<file path="config.mk">
export PLATFORM = sky130hd
export DESIGN_NAME = dsxe_exec
export DESIGN_NICKNAME = d
export VERILOG_FILES = /design/src/rtl/dsxe_pkg.sv /design/src/rtl/dsxe_exec.sv
export VERILOG_INCLUDE_DIRS = /design/src /design/src/rtl
export SDC_FILE = /design/constraint.sdc
export NUM_CORES = 1
export LEC_CHECK = 0
export ABC_CLOCK_PERIOD_IN_PS = 5120
export BUFFER_PORTS_ARGS = -buffer_cell sky130_fd_sc_hd__buf_2
export CAP_MARGIN = 10
export CELL_PAD_IN_SITES_DETAIL_PLACEMENT = 1
export CELL_PAD_IN_SITES_GLOBAL_PLACEMENT = 2
export CORE_MARGIN = 5
export CORE_UTILIZATION = 40
export CTS_BUF_LIST = sky130_fd_sc_hd__clkbuf_4 sky130_fd_sc_hd__clkbuf_8
export CTS_CLUSTER_SIZE = 8
export DETAILED_ROUTE_END_ITERATION = 10
export GPL_TIMING_DRIVEN = 0
export HOLD_SLACK_MARGIN = 0.12
export PLACE_DENSITY_LB_ADDON = 0.3
export SLEW_MARGIN = 20
export SYNTH_ARGS = -nofsm -noshare
export SYNTH_HDL_FRONTEND = slang
export SYNTH_SLANG_ARGS = --single-unit
</file>
<file path="constraint.sdc">
create_clock -name core_clk -period 5.12 [get_ports core_clk]
set_clock_uncertainty 0.05 [all_clocks]
set_input_delay 0.256 -clock core_clk [delete_from_list [all_inputs] [get_ports core_clk]]
set_output_delay 0.256 -clock core_clk [all_outputs]
set_load 0.005 [all_outputs]
</file>
<file path="src/rtl/dsxe_consts.svh">
// opcode encodings, program counter width and stack depth for the subtract and table-move execution block
`ifndef DSXE_CONSTS_SVH
`define DSXE_CONSTS_SVH
`define DSXE_OP_MASK 16'hFF00
`define DSXE_OP_CONDITIONAL_SUBTRACT_OP 16'h6400
`define DSXE_OP_SUBTRACT_HIGH_OP 16'h6200
`define DSXE_OP_UNSIGNED_SUBTRACT_OP 16'h6300
`define DSXE_OP_TABLE_READ_OP 16'h6700
`define DSXE_OP_TABLE_WRITE_OP 16'h7D00
`define DSXE_OP_XOR 16'h7800
`define DSXE_PC_W 12
`define DSXE_STACK_DEPTH 4
`endif

</file>
<file path="src/rtl/dsxe_pkg.sv">
// types shared by the subtract and table-move execution block
package dsxe_pkg;
  typedef enum logic [1:0] {
    DSXE_IDLE = 2'h0,
    DSXE_C1 = 2'h1,
    DSXE_C2 = 2'h3,
    DSXE_C3 = 2'h2
  } dsxe_state_t;
  typedef struct packed {
    logic [11:0] addr;
    logic [15:0] wdata;
    logic wdata_oe;
    logic strobe_n;
    logic write_n;
  } dsxe_pbus_t;
  typedef struct packed {
    logic [6:0] addr;
    logic [15:0] wdata;
    logic we;
  } dsxe_dmem_t;
endpackage : dsxe_pkg

</file>
<file path="src/rtl/dsxe_exec.sv">
// execution logic for conditional/high/unsigned subtract, xor and table read/write
// Functional notes
// RULE_01: conditional subtract is a one-cycle division step
// RULE_02: no forwarding after conditional subtract
// RULE_03: subtract-high subtracts from upper accumulator half
// RULE_04: table read copies program word, three cycles
// RULE_05: table write copies data word to program
// RULE_06: table write is prefetch plus three cycles
// RULE_07: prefetch strobes memory, fetches opcode
// RULE_08: cycle one strobes, drives next address, ignores data
// RULE_09: cycle one pushes program counter
// RULE_10: cycle one loads pc from accumulator low twelve
// RULE_11: table write cycle two asserts write strobe
// RULE_12: table write cycle two drives data word
// RULE_13: end of cycle two pops stack into pc
// RULE_14: cycle three strobes memory, prefetches opcode
// RULE_15: outside decode cannot tell writes at 0-7
// RULE_16: unsigned subtract zero-extends the data word
// RULE_17: xor touches low half only, one cycle
// RULE_18: table read cycle two stores returned word
`include "dsxe_consts.svh"
module dsxe_exec #(
  parameter int PC_W = `DSXE_PC_W,
  parameter int DEPTH = `DSXE_STACK_DEPTH
) (
  // clock and reset
  input wire logic core_clk,
  input wire logic rst_n,
  // instruction issue
  input wire logic instr_valid,
  input wire logic [15:0] instr,
  input wire logic [6:0] dma,
  input wire logic [15:0] dmem_rdata,
  // program bus
  input wire logic [15:0] pbus_rdata,
  output dsxe_pkg::dsxe_pbus_t pbus,
  // data memory write
  output dsxe_pkg::dsxe_dmem_t dmem,
  // core state
  output logic [31:0] acc,
  output logic [PC_W-1:0] pc,
  output logic busy,
  output logic [15:0] fetched_op
);
  dsxe_pkg::dsxe_state_t state;
  logic is_table_write_op;
  logic [6:0] tbl_dma;
  logic [15:0] tbl_word;
  logic [PC_W-1:0] stack_top [DEPTH];
  logic [31:0] next_acc;
  logic [32:0] diff;
  logic [31:0] sub_op;

  function automatic logic is_op(input logic [15:0] w, input logic [15:0] op);
    return (w & `DSXE_OP_MASK) == op;
  endfunction : is_op

  // shifted trial difference of the conditional subtract step
  function automatic logic [31:0] conditional_subtract_op_diff(input logic [31:0] a, input logic [15:0] d);
    return a - {1'b0, d, 15'h0};
  endfunction : conditional_subtract_op_diff

  wire logic issue = instr_valid && !busy;
  wire logic tbl_issue = issue && (is_op(instr, `DSXE_OP_TABLE_READ_OP) || is_op(instr, `DSXE_OP_TABLE_WRITE_OP));

  ////////////////////////////////////////////////////////////////////////////
  // arithmetic decode for the single-cycle ops
  always_comb begin
    next_acc = acc;
    sub_op = 32'h0;
    diff = 33'h0;
    if (issue) begin
      if (is_op(instr, `DSXE_OP_CONDITIONAL_SUBTRACT_OP)) begin
        // one step of restoring division; result not forwarded to next op
        sub_op = {1'b0, dmem_rdata, 15'h0}; // RULE_01
        diff = {1'b0, acc} - {1'b0, sub_op};
        if (!diff[31]) begin
          next_acc = {diff[30:0], 1'b1}; // RULE_01 RULE_02
        end else begin
          next_acc = {acc[30:0], 1'b0};
        end
      end else if (is_op(instr, `DSXE_OP_SUBTRACT_HIGH_OP)) begin
        next_acc = {acc[31:16] - dmem_rdata, acc[15:0]}; // RULE_03
      end else if (is_op(instr, `DSXE_OP_UNSIGNED_SUBTRACT_OP)) begin
        next_acc = acc - {16'h0, dmem_rdata}; // RULE_16
      end else if (is_op(instr, `DSXE_OP_XOR)) begin
        next_acc = {acc[31:16], acc[15:0] ^ dmem_rdata}; // RULE_17
      end
    end
  end

  // accumulator
  always_ff @(posedge core_clk or negedge rst_n) begin
    if (!rst_n) begin
      acc <= 32'h0;
    end else begin
      acc <= next_acc;
    end
  end

  ////////////////////////////////////////////////////////////////////////////
  // table transfer sequencer; busy holds issue off for three cycles
  always_ff @(posedge core_clk or negedge rst_n) begin
    if (!rst_n) begin
      state <= dsxe_pkg::DSXE_IDLE;
      is_table_write_op <= 1'b0;
      tbl_dma <= 7'h0;
      tbl_word <= 16'h0;
    end else begin
      case (state)
        dsxe_pkg::DSXE_IDLE: begin
          if (tbl_issue) begin
            state <= dsxe_pkg::DSXE_C1; // RULE_04 RULE_06
            is_table_write_op <= is_op(instr, `DSXE_OP_TABLE_WRITE_OP);
            tbl_dma <= dma;
            tbl_word <= dmem_rdata;
          end
        end
        dsxe_pkg::DSXE_C1: state <= dsxe_pkg::DSXE_C2;
        dsxe_pkg::DSXE_C2: state <= dsxe_pkg::DSXE_C3;
        dsxe_pkg::DSXE_C3: state <= dsxe_pkg::DSXE_IDLE;
        default: state <= dsxe_pkg::DSXE_IDLE;
      endcase
    end
  end

  assign busy = (state != dsxe_pkg::DSXE_IDLE);

  ////////////////////////////////////////////////////////////////////////////
  // program counter and hardware stack
  always_ff @(posedge core_clk or negedge rst_n) begin
    if (!rst_n) begin
      pc <= '0;
      for (int i = 0; i < DEPTH; i++) begin
        stack_top[i] <= '0;
      end
    end else if (state == dsxe_pkg::DSXE_C1) begin
      // push next address, then jump to the table address
      stack_top[0] <= pc; // RULE_09
      for (int i = 1; i < DEPTH; i++) begin
        stack_top[i] <= stack_top[i-1];
      end
      pc <= acc[PC_W-1:0]; // RULE_10
    end else if (state == dsxe_pkg::DSXE_C2) begin
      pc <= stack_top[0]; // RULE_13
      for (int i = 0; i < DEPTH - 1; i++) begin
        stack_top[i] <= stack_top[i+1];
      end
    end else if (issue) begin
      pc <= pc + PC_W'(1);
    end
  end

  ////////////////////////////////////////////////////////////////////////////
  // program bus drive; table writes look like port writes to outside decode
  always_ff @(posedge core_clk or negedge rst_n) begin
    if (!rst_n) begin
      pbus <= '{addr: '0, wdata: 16'h0, wdata_oe: 1'b0, strobe_n: 1'b1, write_n: 1'b1};
    end else begin
      pbus.wdata_oe <= 1'b0;
      pbus.write_n <= 1'b1;
      pbus.strobe_n <= 1'b1;
      if (tbl_issue) begin
        // cycle one: strobe with next address, data ignored
        pbus.strobe_n <= 1'b0; // RULE_08
        pbus.addr <= pc;
      end else if (state == dsxe_pkg::DSXE_C1) begin
        pbus.addr <= acc[PC_W-1:0];
        if (is_table_write_op) begin
          pbus.write_n <= 1'b0; // RULE_11 RULE_15
          pbus.wdata <= tbl_word; // RULE_05 RULE_12
          pbus.wdata_oe <= 1'b1;
        end else begin
          pbus.strobe_n <= 1'b0; // RULE_04
        end
      end else if (state == dsxe_pkg::DSXE_C2) begin
        pbus.strobe_n <= 1'b0; // RULE_14
        pbus.addr <= stack_top[0];
      end else if (!busy) begin
        pbus.strobe_n <= 1'b0; // RULE_07
        pbus.addr <= pc;
      end
    end
  end

  // opcode latch on prefetch slots only; cycle one and two bus words are no opcode
  always_ff @(posedge core_clk or negedge rst_n) begin
    if (!rst_n) begin
      fetched_op <= 16'h0;
    end else if (!pbus.strobe_n && (state == dsxe_pkg::DSXE_IDLE || state == dsxe_pkg::DSXE_C3)) begin // RULE_08
      fetched_op <= pbus_rdata; // RULE_07 RULE_14
    end
  end

  // data memory write-back of the table read word
  always_ff @(posedge core_clk or negedge rst_n) begin
    if (!rst_n) begin
      dmem <= '{addr: 7'h0, wdata: 16'h0, we: 1'b0};
    end else begin
      dmem.we <= (state == dsxe_pkg::DSXE_C2) && !is_table_write_op; // RULE_18
      dmem.addr <= tbl_dma;
      dmem.wdata <= pbus_rdata; // RULE_18
    end
  end

  ////////////////////////////////////////////////////////////////////////////
  // sequencer and prefetch checks; rst_n in an antecedent skips the release edge
  seq_three_a: assert property ( // RULE_04
    @(posedge core_clk) disable iff (!rst_n)
    tbl_issue |=> busy [*3] ##1 !busy)
    else $error("table op not three cycles");
  acc_hold_a: assert property ( // RULE_06
    @(posedge core_clk) disable iff (!rst_n)
    busy |=> acc == $past(acc))
    else $error("acc moved during table op");
  idle_prefetch_a: assert property ( // RULE_07
    @(posedge core_clk) disable iff (!rst_n)
    (rst_n && !busy && !tbl_issue) |=> (!pbus.strobe_n && pbus.write_n))
    else $error("no prefetch strobe");
  c1_strobe_a: assert property ( // RULE_08
    @(posedge core_clk) disable iff (!rst_n)
    tbl_issue |=> (!pbus.strobe_n && pbus.write_n))
    else $error("cycle one no strobe");
  c1_ignore_a: assert property ( // RULE_08
    @(posedge core_clk) disable iff (!rst_n)
    state == dsxe_pkg::DSXE_C1 |=> fetched_op == $past(fetched_op))
    else $error("cycle one data taken");

  // program counter and stack
  stack_push_a: assert property ( // RULE_09
    @(posedge core_clk) disable iff (!rst_n)
    state == dsxe_pkg::DSXE_C1 |=> stack_top[0] == $past(pc))
    else $error("pc not pushed");
  pc_load_a: assert property ( // RULE_10
    @(posedge core_clk) disable iff (!rst_n)
    state == dsxe_pkg::DSXE_C1 |=> pc == $past(acc[PC_W-1:0]))
    else $error("pc not loaded");
  pc_restore_a: assert property ( // RULE_13
    @(posedge core_clk) disable iff (!rst_n)
    state == dsxe_pkg::DSXE_C1 |=> ##1 pc == $past(pc, 2))
    else $error("pc not restored");

  // program bus in cycles two and three
  table_write_op_write_a: assert property ( // RULE_11
    @(posedge core_clk) disable iff (!rst_n)
    (state == dsxe_pkg::DSXE_C1 && is_table_write_op) |=> (!pbus.write_n && pbus.wdata_oe))
    else $error("no write strobe");
  table_write_op_data_a: assert property ( // RULE_12
    @(posedge core_clk) disable iff (!rst_n)
    (state == dsxe_pkg::DSXE_C1 && is_table_write_op) |=> pbus.wdata == $past(tbl_word))
    else $error("bad write data");
  c2_addr_a: assert property ( // RULE_11
    @(posedge core_clk) disable iff (!rst_n)
    state == dsxe_pkg::DSXE_C1 |=> pbus.addr == $past(acc[PC_W-1:0]))
    else $error("cycle two address wrong");
  table_read_op_no_write_a: assert property ( // RULE_04
    @(posedge core_clk) disable iff (!rst_n)
    (state == dsxe_pkg::DSXE_C1 && !is_table_write_op) |=> (!pbus.strobe_n && pbus.write_n && !pbus.wdata_oe))
    else $error("table read drives a write");
  c3_strobe_a: assert property ( // RULE_14
    @(posedge core_clk) disable iff (!rst_n)
    state == dsxe_pkg::DSXE_C2 |=> !pbus.strobe_n)
    else $error("cycle three no strobe");
  c3_addr_a: assert property ( // RULE_14
    @(posedge core_clk) disable iff (!rst_n)
    state == dsxe_pkg::DSXE_C2 |=> pbus.addr == pc)
    else $error("cycle three address wrong");

  // data memory write-back
  table_read_op_store_a: assert property ( // RULE_18
    @(posedge core_clk) disable iff (!rst_n)
    (state == dsxe_pkg::DSXE_C2 && !is_table_write_op) |=> (dmem.we && dmem.wdata == $past(pbus_rdata)))
    else $error("no store");
  dmem_pulse_a: assert property ( // RULE_18
    @(posedge core_clk) disable iff (!rst_n)
    dmem.we |=> !dmem.we)
    else $error("store longer than one cycle");
  table_write_op_no_store_a: assert property ( // RULE_05
    @(posedge core_clk) disable iff (!rst_n)
    (state == dsxe_pkg::DSXE_C2 && is_table_write_op) |=> !dmem.we)
    else $error("table write stored to data memory");

  // single-cycle arithmetic
  conditional_subtract_op_pass_a: assert property ( // RULE_01
    @(posedge core_clk) disable iff (!rst_n)
    (issue && is_op(instr, `DSXE_OP_CONDITIONAL_SUBTRACT_OP) && conditional_subtract_op_diff(acc, dmem_rdata) < 32'h80000000)
    |=> acc == ((conditional_subtract_op_diff($past(acc), $past(dmem_rdata)) << 1) | 32'h00000001))
    else $error("division step pass wrong");
  conditional_subtract_op_fail_a: assert property ( // RULE_01
    @(posedge core_clk) disable iff (!rst_n)
    (issue && is_op(instr, `DSXE_OP_CONDITIONAL_SUBTRACT_OP) && conditional_subtract_op_diff(acc, dmem_rdata) >= 32'h80000000)
    |=> acc == {$past(acc[30:0]), 1'b0})
    else $error("division step shift wrong");
  subtract_high_op_high_a: assert property ( // RULE_03
    @(posedge core_clk) disable iff (!rst_n)
    (issue && is_op(instr, `DSXE_OP_SUBTRACT_HIGH_OP)) |=> acc[31:16] == $past(acc[31:16]) - $past(dmem_rdata))
    else $error("subtract_high_op high wrong");
  subtract_high_op_low_a: assert property ( // RULE_03
    @(posedge core_clk) disable iff (!rst_n)
    (issue && is_op(instr, `DSXE_OP_SUBTRACT_HIGH_OP)) |=> acc[15:0] == $past(acc[15:0]))
    else $error("subtract_high_op low changed");
  unsigned_subtract_op_val_a: assert property ( // RULE_16
    @(posedge core_clk) disable iff (!rst_n)
    (issue && is_op(instr, `DSXE_OP_UNSIGNED_SUBTRACT_OP)) |=> acc == $past(acc) - {16'h0, $past(dmem_rdata)})
    else $error("unsigned_subtract_op bad");
  xor_low_a: assert property ( // RULE_17
    @(posedge core_clk) disable iff (!rst_n)
    (issue && is_op(instr, `DSXE_OP_XOR)) |=> acc[15:0] == ($past(acc[15:0]) ^ $past(dmem_rdata)))
    else $error("xor low wrong");
  xor_high_a: assert property ( // RULE_17
    @(posedge core_clk) disable iff (!rst_n)
    (issue && is_op(instr, `DSXE_OP_XOR)) |=> acc[31:16] == $past(acc[31:16]))
    else $error("xor high changed");
endmodule : dsxe_exec

</file>
==> flow_summary.json, run 1 <==
{
  "post_cts_buffers": 0,
  "htree_levels": 4,
  "dpl_worst_slack_ns": 1.576,
  "ys_warn_count": 0,
  "grt_max_degree": 91,
  "status": "completed",
  "worst_hold_slack_ns": 0.1565,
  "syn_to_final_growth_pct": 19.95,
  "globalRoute.totalOverflow": 0,
  "fp.dieH_um": 175.1,
  "synth_nets": 1233,
  "met2_usage": 0.4045,
  "tightestPinTransition_ns": 0.9068,
  "hold_viol_final": 0,
  "core_um2": 26880,
  "num_vias": 9593,
  "synth_cell_types": 79,
  "rows": 60,
  "tns_ns": 0,
  "syn-instance-count": 1123,
  "start_util": 0.4059,
  "clk_pin_slew_ns": 0.12,
  "io_pins": 174,
  "drtIter0Drc": 639,
  "numCtsBuffers": 17,
  "cts_tree": "built",
  "grt_pass1_vias": 10127,
  "ir_worst_vdd_mv": 0.1800,
  "hpwl_um": 27940,
  "required_ns": 5.48,
  "p_per_area_nw_per_um2": 392.7,
  "maxSlewHeadroom": 0.3955,
  "nets": 1461,
  "hold_path.class": "in2async",
  "fin_crit_sh": 0.6937,
  "drc": 0,
  "grtUsageMet1": 0.3446,
  "seq_area_frac_synth": 0.4338,
  "port_buffers": 165,
  "detail_route.vias_per_cell": 5.626,
  "cts_sinks": 189,
  "min_period_ns": 3.552,
  "cp.arrival_ns": 3.91,
  "diodes": 0,
  "synth-edff-count": 0,
  "rsz0062_at_grt": "no",
  "synth_area_um2": 10910,
  "grt_use_met3": 0.03354,
  "worst_slack_ns": 1.568,
  "clockRootBuffer": "clkbuf_8",
  "synth_area_per_cell_um2": 9.713,
  "routed_wl_um": 37380,
  "grt_pass1_wl_um": 58850,
  "endpoint_kind": "flip-flop",
  "setup_viol": 0,
  "grt_usage": 0.2431,
  "drtPass1Iterations": 5,
  "worstSkewPairLatency_ns": 0.48,
  "dieArea_um2": 30670,
  "antenna_found_initial": 2,
  "ys_seq_elements": 189,
  "crit_fanout": 7,
  "wire_per_inst_um": 21.92,
  "async_flop_share": 1.000,
  "fin_util": 0.4868,
  "gp_congestion": 0.8538,
  "r2r_slack_ns": 1.57,
  "synthFlopType": "dfrtp_1",
  "clock.fmax_mhz": 281.5,
  "drive_gt1_frac": 0.2126,
  "path_class": "reg2reg",
  "maxSlewViolCount": 0,
  "power_leakage_uw": 0.006090,
  "ant_nets": 0,
  "dieWidth_um": 175.1,
  "setup.worst_path.start_class": "flip-flop",
  "clockBufferDepth": 2,
  "drv_cap": 0,
  "top_usage_layer": "met2"
}
cell usage in the layout, fill, tap and decap left out, types with 5 or more instances in the layout:
cell type,Yosys,layout
dfrtp_1,187,187
buf_2,4,168
nand2_1,130,130
nor2_1,116,116
a21oi_1,108,108
o21ai_0,69,69
mux2i_1,63,63
mux2_2,52,52
ha_1,49,49
dlygate4sd3_1,0,42
inv_1,33,33
clkbuf_1,32,32
clkbuf_8,4,21
xnor2_1,20,20
nand3_1,19,19
o21a_1,16,16
a211oi_1,15,15
xor2_1,14,14
nor3_1,13,13
a21o_1,13,13
o211ai_1,11,11
o31ai_1,11,11
nor2b_1,9,9
mux4_2,9,9
buf_1,8,8
and2_1,8,8
nand2b_1,8,8
o21bai_1,7,7
or3_1,6,6
a31oi_1,6,6
o221ai_1,6,6
a221oi_1,5,5
clkinv_8,0,5
worst max-delay path: stages (launching register included):
cell and delay (ns):
dfrtp_1 0.51, inv_1 0.17, ha_1 0.24, inv_1 0.07
fa_1 0.41, a21o_1 0.19, a311o_1 0.36, a21oi_1 0.35
nand3_1 0.18, a41o_1 0.30, o21a_1 0.20, xor2_1 0.19
nand2_1 0.09, a31oi_1 0.19
through the flow:
stage	instance area (um^2)	power (uW)	std cells
after detailed placement	12230	4064	1631
final	13080	5137	1705
after CTS	13080	5177	1705
after floorplan	10910	3328	1123
after global placement	12160	3978	1629
after global routing	13080	5485	1705
where the power goes:
part | internal (uW) | switching [uW] | leakage (uW)
Combinational | 814 | 955 | 0.00354
Sequential | 1890 | 393 | 0.00233
Clock | 393 | 689 | 0.000215
Total | 3100 | 2040 | 0.00609
timing repair:
action / in CTS / in global routing
hold endpoints to repair: 243 / 0
hold buffers: 42 / 0
resized for setup: 0 / 0
worst paths after layout:
check | startpoint | to | cells after the start
worst min register to register | tbl_dma[2]$_DFFE_PN0P_ | dmem[19]$_DFF_PN0_ | 0
worst max register to register | acc[16]$_DFFE_PN0P_ | acc[30]$_DFFE_PN0P_ | 13
max in group asynchronous | rst_n | stack_top[11]$_DFFE_PN0P_ | 3
worst max-delay path | acc[16]$_DFFE_PN0P_ | acc[30]$_DFFE_PN0P_ | 13
min in group core_clk | instr_valid | pc[9]$_DFFE_PN0P_ | 5
worst min-delay path | rst_n | pbus[11]$_DFFE_PN0P_ | 2
state kept, by name, indices dropped and copies added, names as in the netlist:
name / count
stack_top: 48
is_table_write_op: 1
state: 2
tbl_dma: 7
acc: 32
tbl_word: 16
dmem: 24
fetched_op: 16
pbus: 31
pc: 12
per-layer routing:
metal	part of all wire	up-vias
met5	0.00072	-
met4	0.0090	4
met3	0.044	28
met2	0.48	221
met1	0.47	4861
li1	-	4479
cell usage after synthesis (14+ instances only):
library cell / count / share of area
nor2_1: 116 / 0.040
dfrtp_1: 187 / 0.43
a21oi_1: 108 / 0.050
ha_1: 49 / 0.056
o21ai_0: 69 / 0.032
xnor2_1: 20 / 0.016
nand2_1: 130 / 0.045
mux2i_1: 63 / 0.058
o21a_1: 16 / 0.011
xor2_1: 14 / 0.011
mux2_2: 52 / 0.054
a211oi_1: 15 / 0.010
nand3_1: 19 / 0.0087
clkbuf_1: 32 / 0.011
inv_1: 33 / 0.011
area by class of cell:
type,count,area [um^2]
well taps,341,426.7
plain buffers,53,292.8
fillers,3162,13790
clock inverters,15,203.9
multi-input cells,847,5756
inverters,34,127.6
repair buffers,209,1311
flip-flops and latches,189,4732
clock buffers,17,234.0
kinds of logic after synthesis:
group	synth area share
adders and majority gates	0.06171
buffers and inverters	0.03854
and+or+nand+nor	0.1316
xor gates and xnor gates	0.02730
AOI/OAI and AO/OA	0.1770
DFF	0.4338
muxes	0.1301
Note: power is estimated with default switching activity, not from simulation.
==> run 2, diff against run 1 <==
ABC_CLOCK_PERIOD_IN_PS = 3500   (was 5120)
CORE_UTILIZATION = 37   (was 40)
clock period = 3.5 ns   (was 5.12 ns; I/O delays follow)
==> run 2 against run 1 <==
  * Register-to-register slack worse by 1.4 ns
  * Count of clock-buffer cells in the layout up 3
  * Combinational power up 46%
  * Core utilization down 3.0 points
  * Design area up 1.0%
  * Die area up 7.6%
  * Critical path depth down 1
  * Critical endpoint is now acc[24]$_DFFE_PN0P_
  * Highest routed layer is now met4
==> flow_summary.json, run 2 (same netlist as run 1, synthesis figures left out) <==
{
  "ir_worst_vdd_mv": 0.2426,
  "io_pins": 174,
  "rows": 62,
  "hold_path.class": "in2reg",
  "finalPower_uw": 7568,
  "top_layer": "met4",
  "required_ns": 3.82,
  "start_util": 0.3770,
  "critPathSlowestCell": "dfrtp_1",
  "setup.worst_path.start_class": "flip-flop",
  "final_area_um2": 13220,
  "mostFrequentLayoutCells": "184 x dfrtp_1, 168 x buf_2, 129 x nand2_1, 115 x nor2_1, 107 x a21oi_1",
  "p_comb_frac": 0.343,
  "num_vias": 9604,
  "gp_congestion": 0.8665,
  "detail_route.vias_per_cell": 5.485,
  "drive_gt1_frac": 0.2202,
  "grt_pass1_wl_um": 60290,
  "drtPass1Iterations": 5,
  "drtIter0Drc": 592,
  "p_per_area_nw_per_um2": 572.7,
  "drc": 0,
  "ant_nets": 0,
  "numCtsBuffers": 17,
  "min_period_ns": 3.356,
  "switchingPower_uw": 2842,
  "cts_sinks": 189,
  "clk_pin_slew_ns": 0.11,
  "power.share.clock": 0.212,
  "cpPeakStageDelay_ns": 0.46,
  "p_int_uw": 4726,
  "maxSlewHeadroom": 0.3779,
  "htree_levels": 4,
  "power_leakage_uw": 0.006101,
  "diodes": 0,
  "setup_viol": 0,
  "clock.fmax_mhz": 298.0,
  "clockBufferDepth": 2,
  "drv_cap": 0,
  "path_common_cell": "nand2_2",
  "rsz0062_at_grt": "no",
  "largest_register": "stack_top",
  "dieArea_um2": 33010,
  "port_buffers": 165,
  "grt_max_degree": 85,
  "status": "completed",
  "switching_share": 0.3755,
  "final_common_cell": "dfrtp_1",
  "endpoint_kind": "flip-flop",
  "dpl_worst_slack_ns": -0.002512,
  "worstSkewPairLatency_ns": 0.47,
  "met1Wirelength_um": 17710,
  "nets": 1464,
  "fillers": 3341,
  "path_cells": "inv_1 -> ha_1 -> fa_1 -> and2b_2 -> o31a_2 -> o21ai_2 -> nand2_2 -> a41oi_4 -> nand2_2 -> or4_1 -> a32oi_1 -> o21ai_1",
  "syn_to_final_growth_pct": 21.15,
  "clockRootBuffer": "clkbuf_8",
  "grt_pass1_vias": 10114,
  "cp.arrival_ns": 3.67,
  "fin_crit_sh": 0.9587,
  "maxSlewViolCount": 0,
  "worst_hold_slack_ns": 0.1918,
  "wl_met3_um": 1310,
  "wire_per_inst_um": 21.98,
  "dpl_cell_area_um2": 12280,
  "dieWidth_um": 181.7,
  "antenna_found_initial": 1,
  "cts_tree": "built",
  "dr_wl_met2_um": 18720,
  "globalRoute.totalOverflow": 0,
  "place_inst": 1674,
  "largest_registers": "stack_top (48), acc (32), pbus (31)",
  "tightestPinTransition_ns": 0.9332,
  "largest_register_ffs": 48,
  "hold_viol_final": 0,
  "routed_wl_um": 38480,
  "seqCellArea_um2": 4736,
  "multi_input_area_um2": 5802,
  "seqPwrFrac": 0.445,
  "grt_usage": 0.2322,
  "path_class": "reg2reg",
  "worst_slack_ns": 0.1445,
  "hpwl_um": 28680,
  "fp.dieH_um": 181.7,
  "core_um2": 28940,
  "final_cells": 1751,
  "crit_fanout": 5
}
-- run 2: changes by cell type in the layout (fill, tap and decap cells not counted), sizes merged --
cell         change
clkinv           -5
dlygate4sd3      +1
clkinvlp         +4
bufinv           +3
inv              -5
buf              +2
clkbuf           +3
-- run 2: area by class of cell --
type / instances / share of cell area
multi-input combinational: 847 / 0.4390
sequential: 189 / 0.3584
buffer: 53 / 0.02244
clock buffer: 20 / 0.01988
inverter: 34 / 0.009657
tap: 384 / 0.03636
clock inverter: 12 / 0.01221
timing repair buffer: 212 / 0.1021
-- run 2: worst max-delay path, delay by kind of cell (launching register included) --
family / cells / cell delay, ns
buf+inv: 1 / 0.15
simple gates: 4 / 0.97
flops: 1 / 0.46
compound gates: 5 / 1.21
fa+ha+maj: 2 / 0.41
-- run 2: metrics by stage --
step	util	setup TNS (ns)
detailed placement	0.4244	-0.002512
floorplan	-	0
global route	0.4567	0
global placement	0.4221	-206.40
finish	0.4567	0
CTS	0.4547	0
-- run 2: layer usage --
metal / vias up / global-route usage
met5: - / 0
met4: 0 / 0.05944
met3: 38 / 0.03381
met2: 183 / 0.3925
met1: 4902 / 0.3141
li1: 4481 / -
-- run 2: final timing paths --
path	depth (start not counted)	slack (ns)	to	startpoint
max	12	0.14	acc[24]$_DFFE_PN0P_	acc[0]$_DFFE_PN0P_
min	5	0.19	pc[9]$_DFFE_PN0P_	instr_valid
max reg2reg	12	0.14	acc[24]$_DFFE_PN0P_	acc[0]$_DFFE_PN0P_
min reg2reg	0	0.33	dmem[22]$_DFF_PN0_	tbl_dma[5]$_DFFE_PN0P_
max in group asynchronous	5	1.72	pbus[1]$_DFF_PN1_	rst_n
min in group asynchronous	3	0.62	acc[23]$_DFFE_PN0P_	rst_n
-- run 2: power groups by stage --
| stage | Combinational [uW] | Clock [uW] | Sequential (uW) |
|---|---|---|---|
| 2_1_floorplan | 1650 | 0 | 3220 |
| 3_3_place_gp | 2440 | 0 | 3380 |
| 3_5_place_dp | 2540 | 0 | 3410 |
| 4_1_cts | 2600 | 1660 | 3360 |
| 5_1_grt | 2900 | 1740 | 3450 |
| 6_report | 2590 | 1610 | 3370 |
-- run 2: repair_timing --
item                                   4_1_cts  5_1_grt
gates resized for setup                      1       13
cloned                                       0        0
endpoints found under the hold margin      161        0
setup buffers                                0        1
hold buffers                                44        0
pin swaps                                    0        3
setup endpoints to repair                    1       16
==> run 3, diff against run 2 <==
RECOVER_POWER = 50   (was default)
==> run 3 against run 2 <==
  * Sequential power is essentially flat
  * Clock power hardly changed
  * Non-clock buffer count is the same
  * Design area down 0.89%
  * Largest power group unchanged
  * Combinational power fell by 2%
  * Sequential share of layout area grew 0.32 points
  * Die area stayed put
  * Wire length decreased by 0.22%
  * Setup slack better by 0.011 ns
  * Core utilization down 0.41 points
==> flow_summary.json, run 3 (same netlist as run 1, synthesis figures left out) <==
{
  "rows": 62,
  "routed_wl_um": 38400,
  "maxSlewViolCount": 0,
  "place_inst": 1674,
  "core_um2": 28940,
  "drc": 0,
  "crit_fanout": 5,
  "hold_path.class": "in2reg",
  "largest_registers": "stack_top (48), acc (32), pbus (31)",
  "r2r_slack_ns": 0.16,
  "tightestPinTransition_ns": 1.350,
  "p_comb_frac": 0.338,
  "fillers": 3382,
  "r2r-start": "acc[0]$_DFFE_PN0P_",
  "num_vias": 9633,
  "timing.rr.end": "acc[24]$_DFFE_PN0P_",
  "grt_use_met3": 0.03381,
  "power_leakage_uw": 0.005834,
  "crit_end": "acc[24]$_DFFE_PN0P_",
  "antenna_found_initial": 1,
  "p_per_area_nw_per_um2": 574.9,
  "top_usage_layer": "met2",
  "path_cells": "inv_1 -> ha_1 -> fa_1 -> and2b_2 -> o31a_2 -> o21ai_2 -> nand2_2 -> a41oi_4 -> nand2_2 -> or4_1 -> a32oi_1 -> o21ai_1",
  "dieWidth_um": 181.7,
  "endpoint_kind": "flip-flop",
  "switching_share": 0.3786,
  "min_delay_path_depth": 5,
  "hpwl_um": 28680,
  "setup.worst_path.start_class": "flip-flop",
  "grt_usage": 0.2322,
  "fin_util": 0.4527,
  "final_cells": 1751,
  "clockBufferDepth": 2,
  "syn_to_final_growth_pct": 20.07,
  "reg2regPathDepth": 12,
  "largest_register": "stack_top",
  "cp.arrival_ns": 3.66,
  "mostFrequentLayoutCells": "184 x dfrtp_1, 129 x nand2_1, 115 x nor2_1, 113 x clkbuf_1, 107 x a21oi_1",
  "clk_pin_slew_ns": 0.11,
  "path_class": "reg2reg",
  "required_ns": 3.82,
  "drive_gt1_frac": 0.1609,
  "htree_levels": 4,
  "drv_cap": 0,
  "wire_per_inst_um": 21.93,
  "crit_start": "acc[0]$_DFFE_PN0P_",
  "grt_max_degree": 85,
  "crit_family": "compound AO/OA/AOI/OAI gates",
  "drtIter0Drc": 613,
  "cts_tree": "built",
  "worstSkewPairLatency_ns": 0.48,
  "final_common_cell": "dfrtp_1",
  "gp_congestion": 0.8665,
  "status": "completed",
  "power.share.clock": 0.214,
  "numCtsBuffers": 17,
  "p_int_uw": 4679,
  "ir_worst_vdd_mv": 0.2438,
  "maxSlewHeadroom": 0.1001,
  "fp.dieH_um": 181.7,
  "cpPeakStageDelay_ns": 0.46,
  "grtUsageMet1": 0.3141,
  "clockRootBuffer": "clkbuf_8",
  "cts_sinks": 189,
  "rsz0062_at_grt": "no",
  "largest_register_ffs": 48,
  "port_buffers": 165,
  "fin_crit_sh": 0.9554,
  "nets": 1464,
  "path_common_cell": "nand2_2",
  "grt_pass1_vias": 10114,
  "globalRoute.totalOverflow": 0,
  "dieArea_um2": 33010,
  "start_util": 0.3770,
  "cp_num_buf_inv": 1,
  "grt_pass1_wl_um": 60290,
  "seqPwrFrac": 0.448,
  "detail_route.vias_per_cell": 5.501,
  "met2_usage": 0.3925,
  "min_period_ns": 3.344,
  "clock.fmax_mhz": 299.0,
  "diodes": 0,
  "ant_nets": 0,
  "setup_viol": 0,
  "path_depth": 12,
  "hold_viol_final": 0,
  "dpl_worst_slack_ns": -0.002512,
  "io_pins": 174,
  "critPathSlowestCell": "dfrtp_1",
  "switchingPower_uw": 2851,
  "drtPass1Iterations": 7,
  "worst_slack_ns": 0.1559
}
==> run 3: cell types whose count changed in the layout (fill, tap and decap cells not counted) <==
cell	delta
buf_12	-1
buf_8	-1
buf_2	-80
clkbuf_1	+81
dlymetal6s4s_1	+1
buf_1	-1
clkbuf_2	+1
==> run 3: worst min path at each step <==
stage | start | end | slack (ns)
after CTS | instr_valid | pc[9]$_DFFE_PN0P_ | 0.16
after detailed placement | rst_n | pbus[2]$_DFF_PN0_ | 0.04
after global placement | pbus_rdata[13] | dmem[14]$_DFF_PN0_ | 0.24
final | instr_valid | pc[9]$_DFFE_PN0P_ | 0.21
after floorplan | rst_n | acc[0]$_DFFE_PN0P_ | -0.17
after global routing | instr_valid | pc[9]$_DFFE_PN0P_ | 0.19
==> run 3: area by class of cell <==
type	count	area, um^2	area share
Buffer	53	296.5	0.02264
Clock buffer	20	262.8	0.02006
Clock inverter	12	161.4	0.01232
Inverter	34	127.6	0.009744
Multi-Input combinational cell	847	5802	0.4430
Sequential cell	189	4736	0.3616
Tap cell	384	480.5	0.03668
Timing Repair Buffer	212	1231	0.09400
==> run 3: routing by layer <==
| layer | up-vias | wire (um) | part of all wire |
|---|---|---|---|
| li1 | 4496 | - | - |
| met1 | 4899 | 17380 | 0.45 |
| met2 | 200 | 18760 | 0.49 |
| met3 | 38 | 1509 | 0.039 |
| met4 | 0 | 752 | 0.020 |
| met5 | - | 0 | 0 |
==> run 3: stage by stage <==
| stage | power [uW] | TNS (ns) | hold slack, ns | instance area [um^2] |
|---|---|---|---|---|
| floorplan | 4868 | 0 | -0.1706 | 10910 |
| global placement | 5823 | -206.40 | 0.2429 | 12210 |
| detailed placement | 5945 | -0.002512 | 0.04071 | 12280 |
| CTS | 7616 | 0 | 0.1621 | 13160 |
| global route | 8042 | 0 | 0.1861 | 13100 |
| finish | 7529 | 0 | 0.2051 | 13100 |
==> run 3: worst register-to-register path: cells and delay by family, from the launching register on <==
family / cells / cell delay, ns
flip-flops: 1 / 0.46
buffers and inverters: 1 / 0.14
AO/OA/AOI/OAI: 5 / 1.21
adder cells (fa/ha/maj): 2 / 0.42
AND/OR/NAND/NOR: 4 / 0.96
==> run 3: repair_timing <==
action | CTS | global route
hold buffers | 44 | 0
setup endpoints to repair | 1 | 16
endpoints found under the hold margin | 161 | 0
buffers inserted | 0 | 1
resized for setup | 1 | 13
pin swaps | 0 | 3
==> run 3: power groups by stage <==
stage	Clock (uW)	Combinational, uW	Sequential [uW]
after global placement	0	2440	3380
after global routing	1740	2850	3450
after floorplan	0	1650	3220
after detailed placement	0	2540	3410
after CTS	1660	2600	3360
final	1610	2540	3380
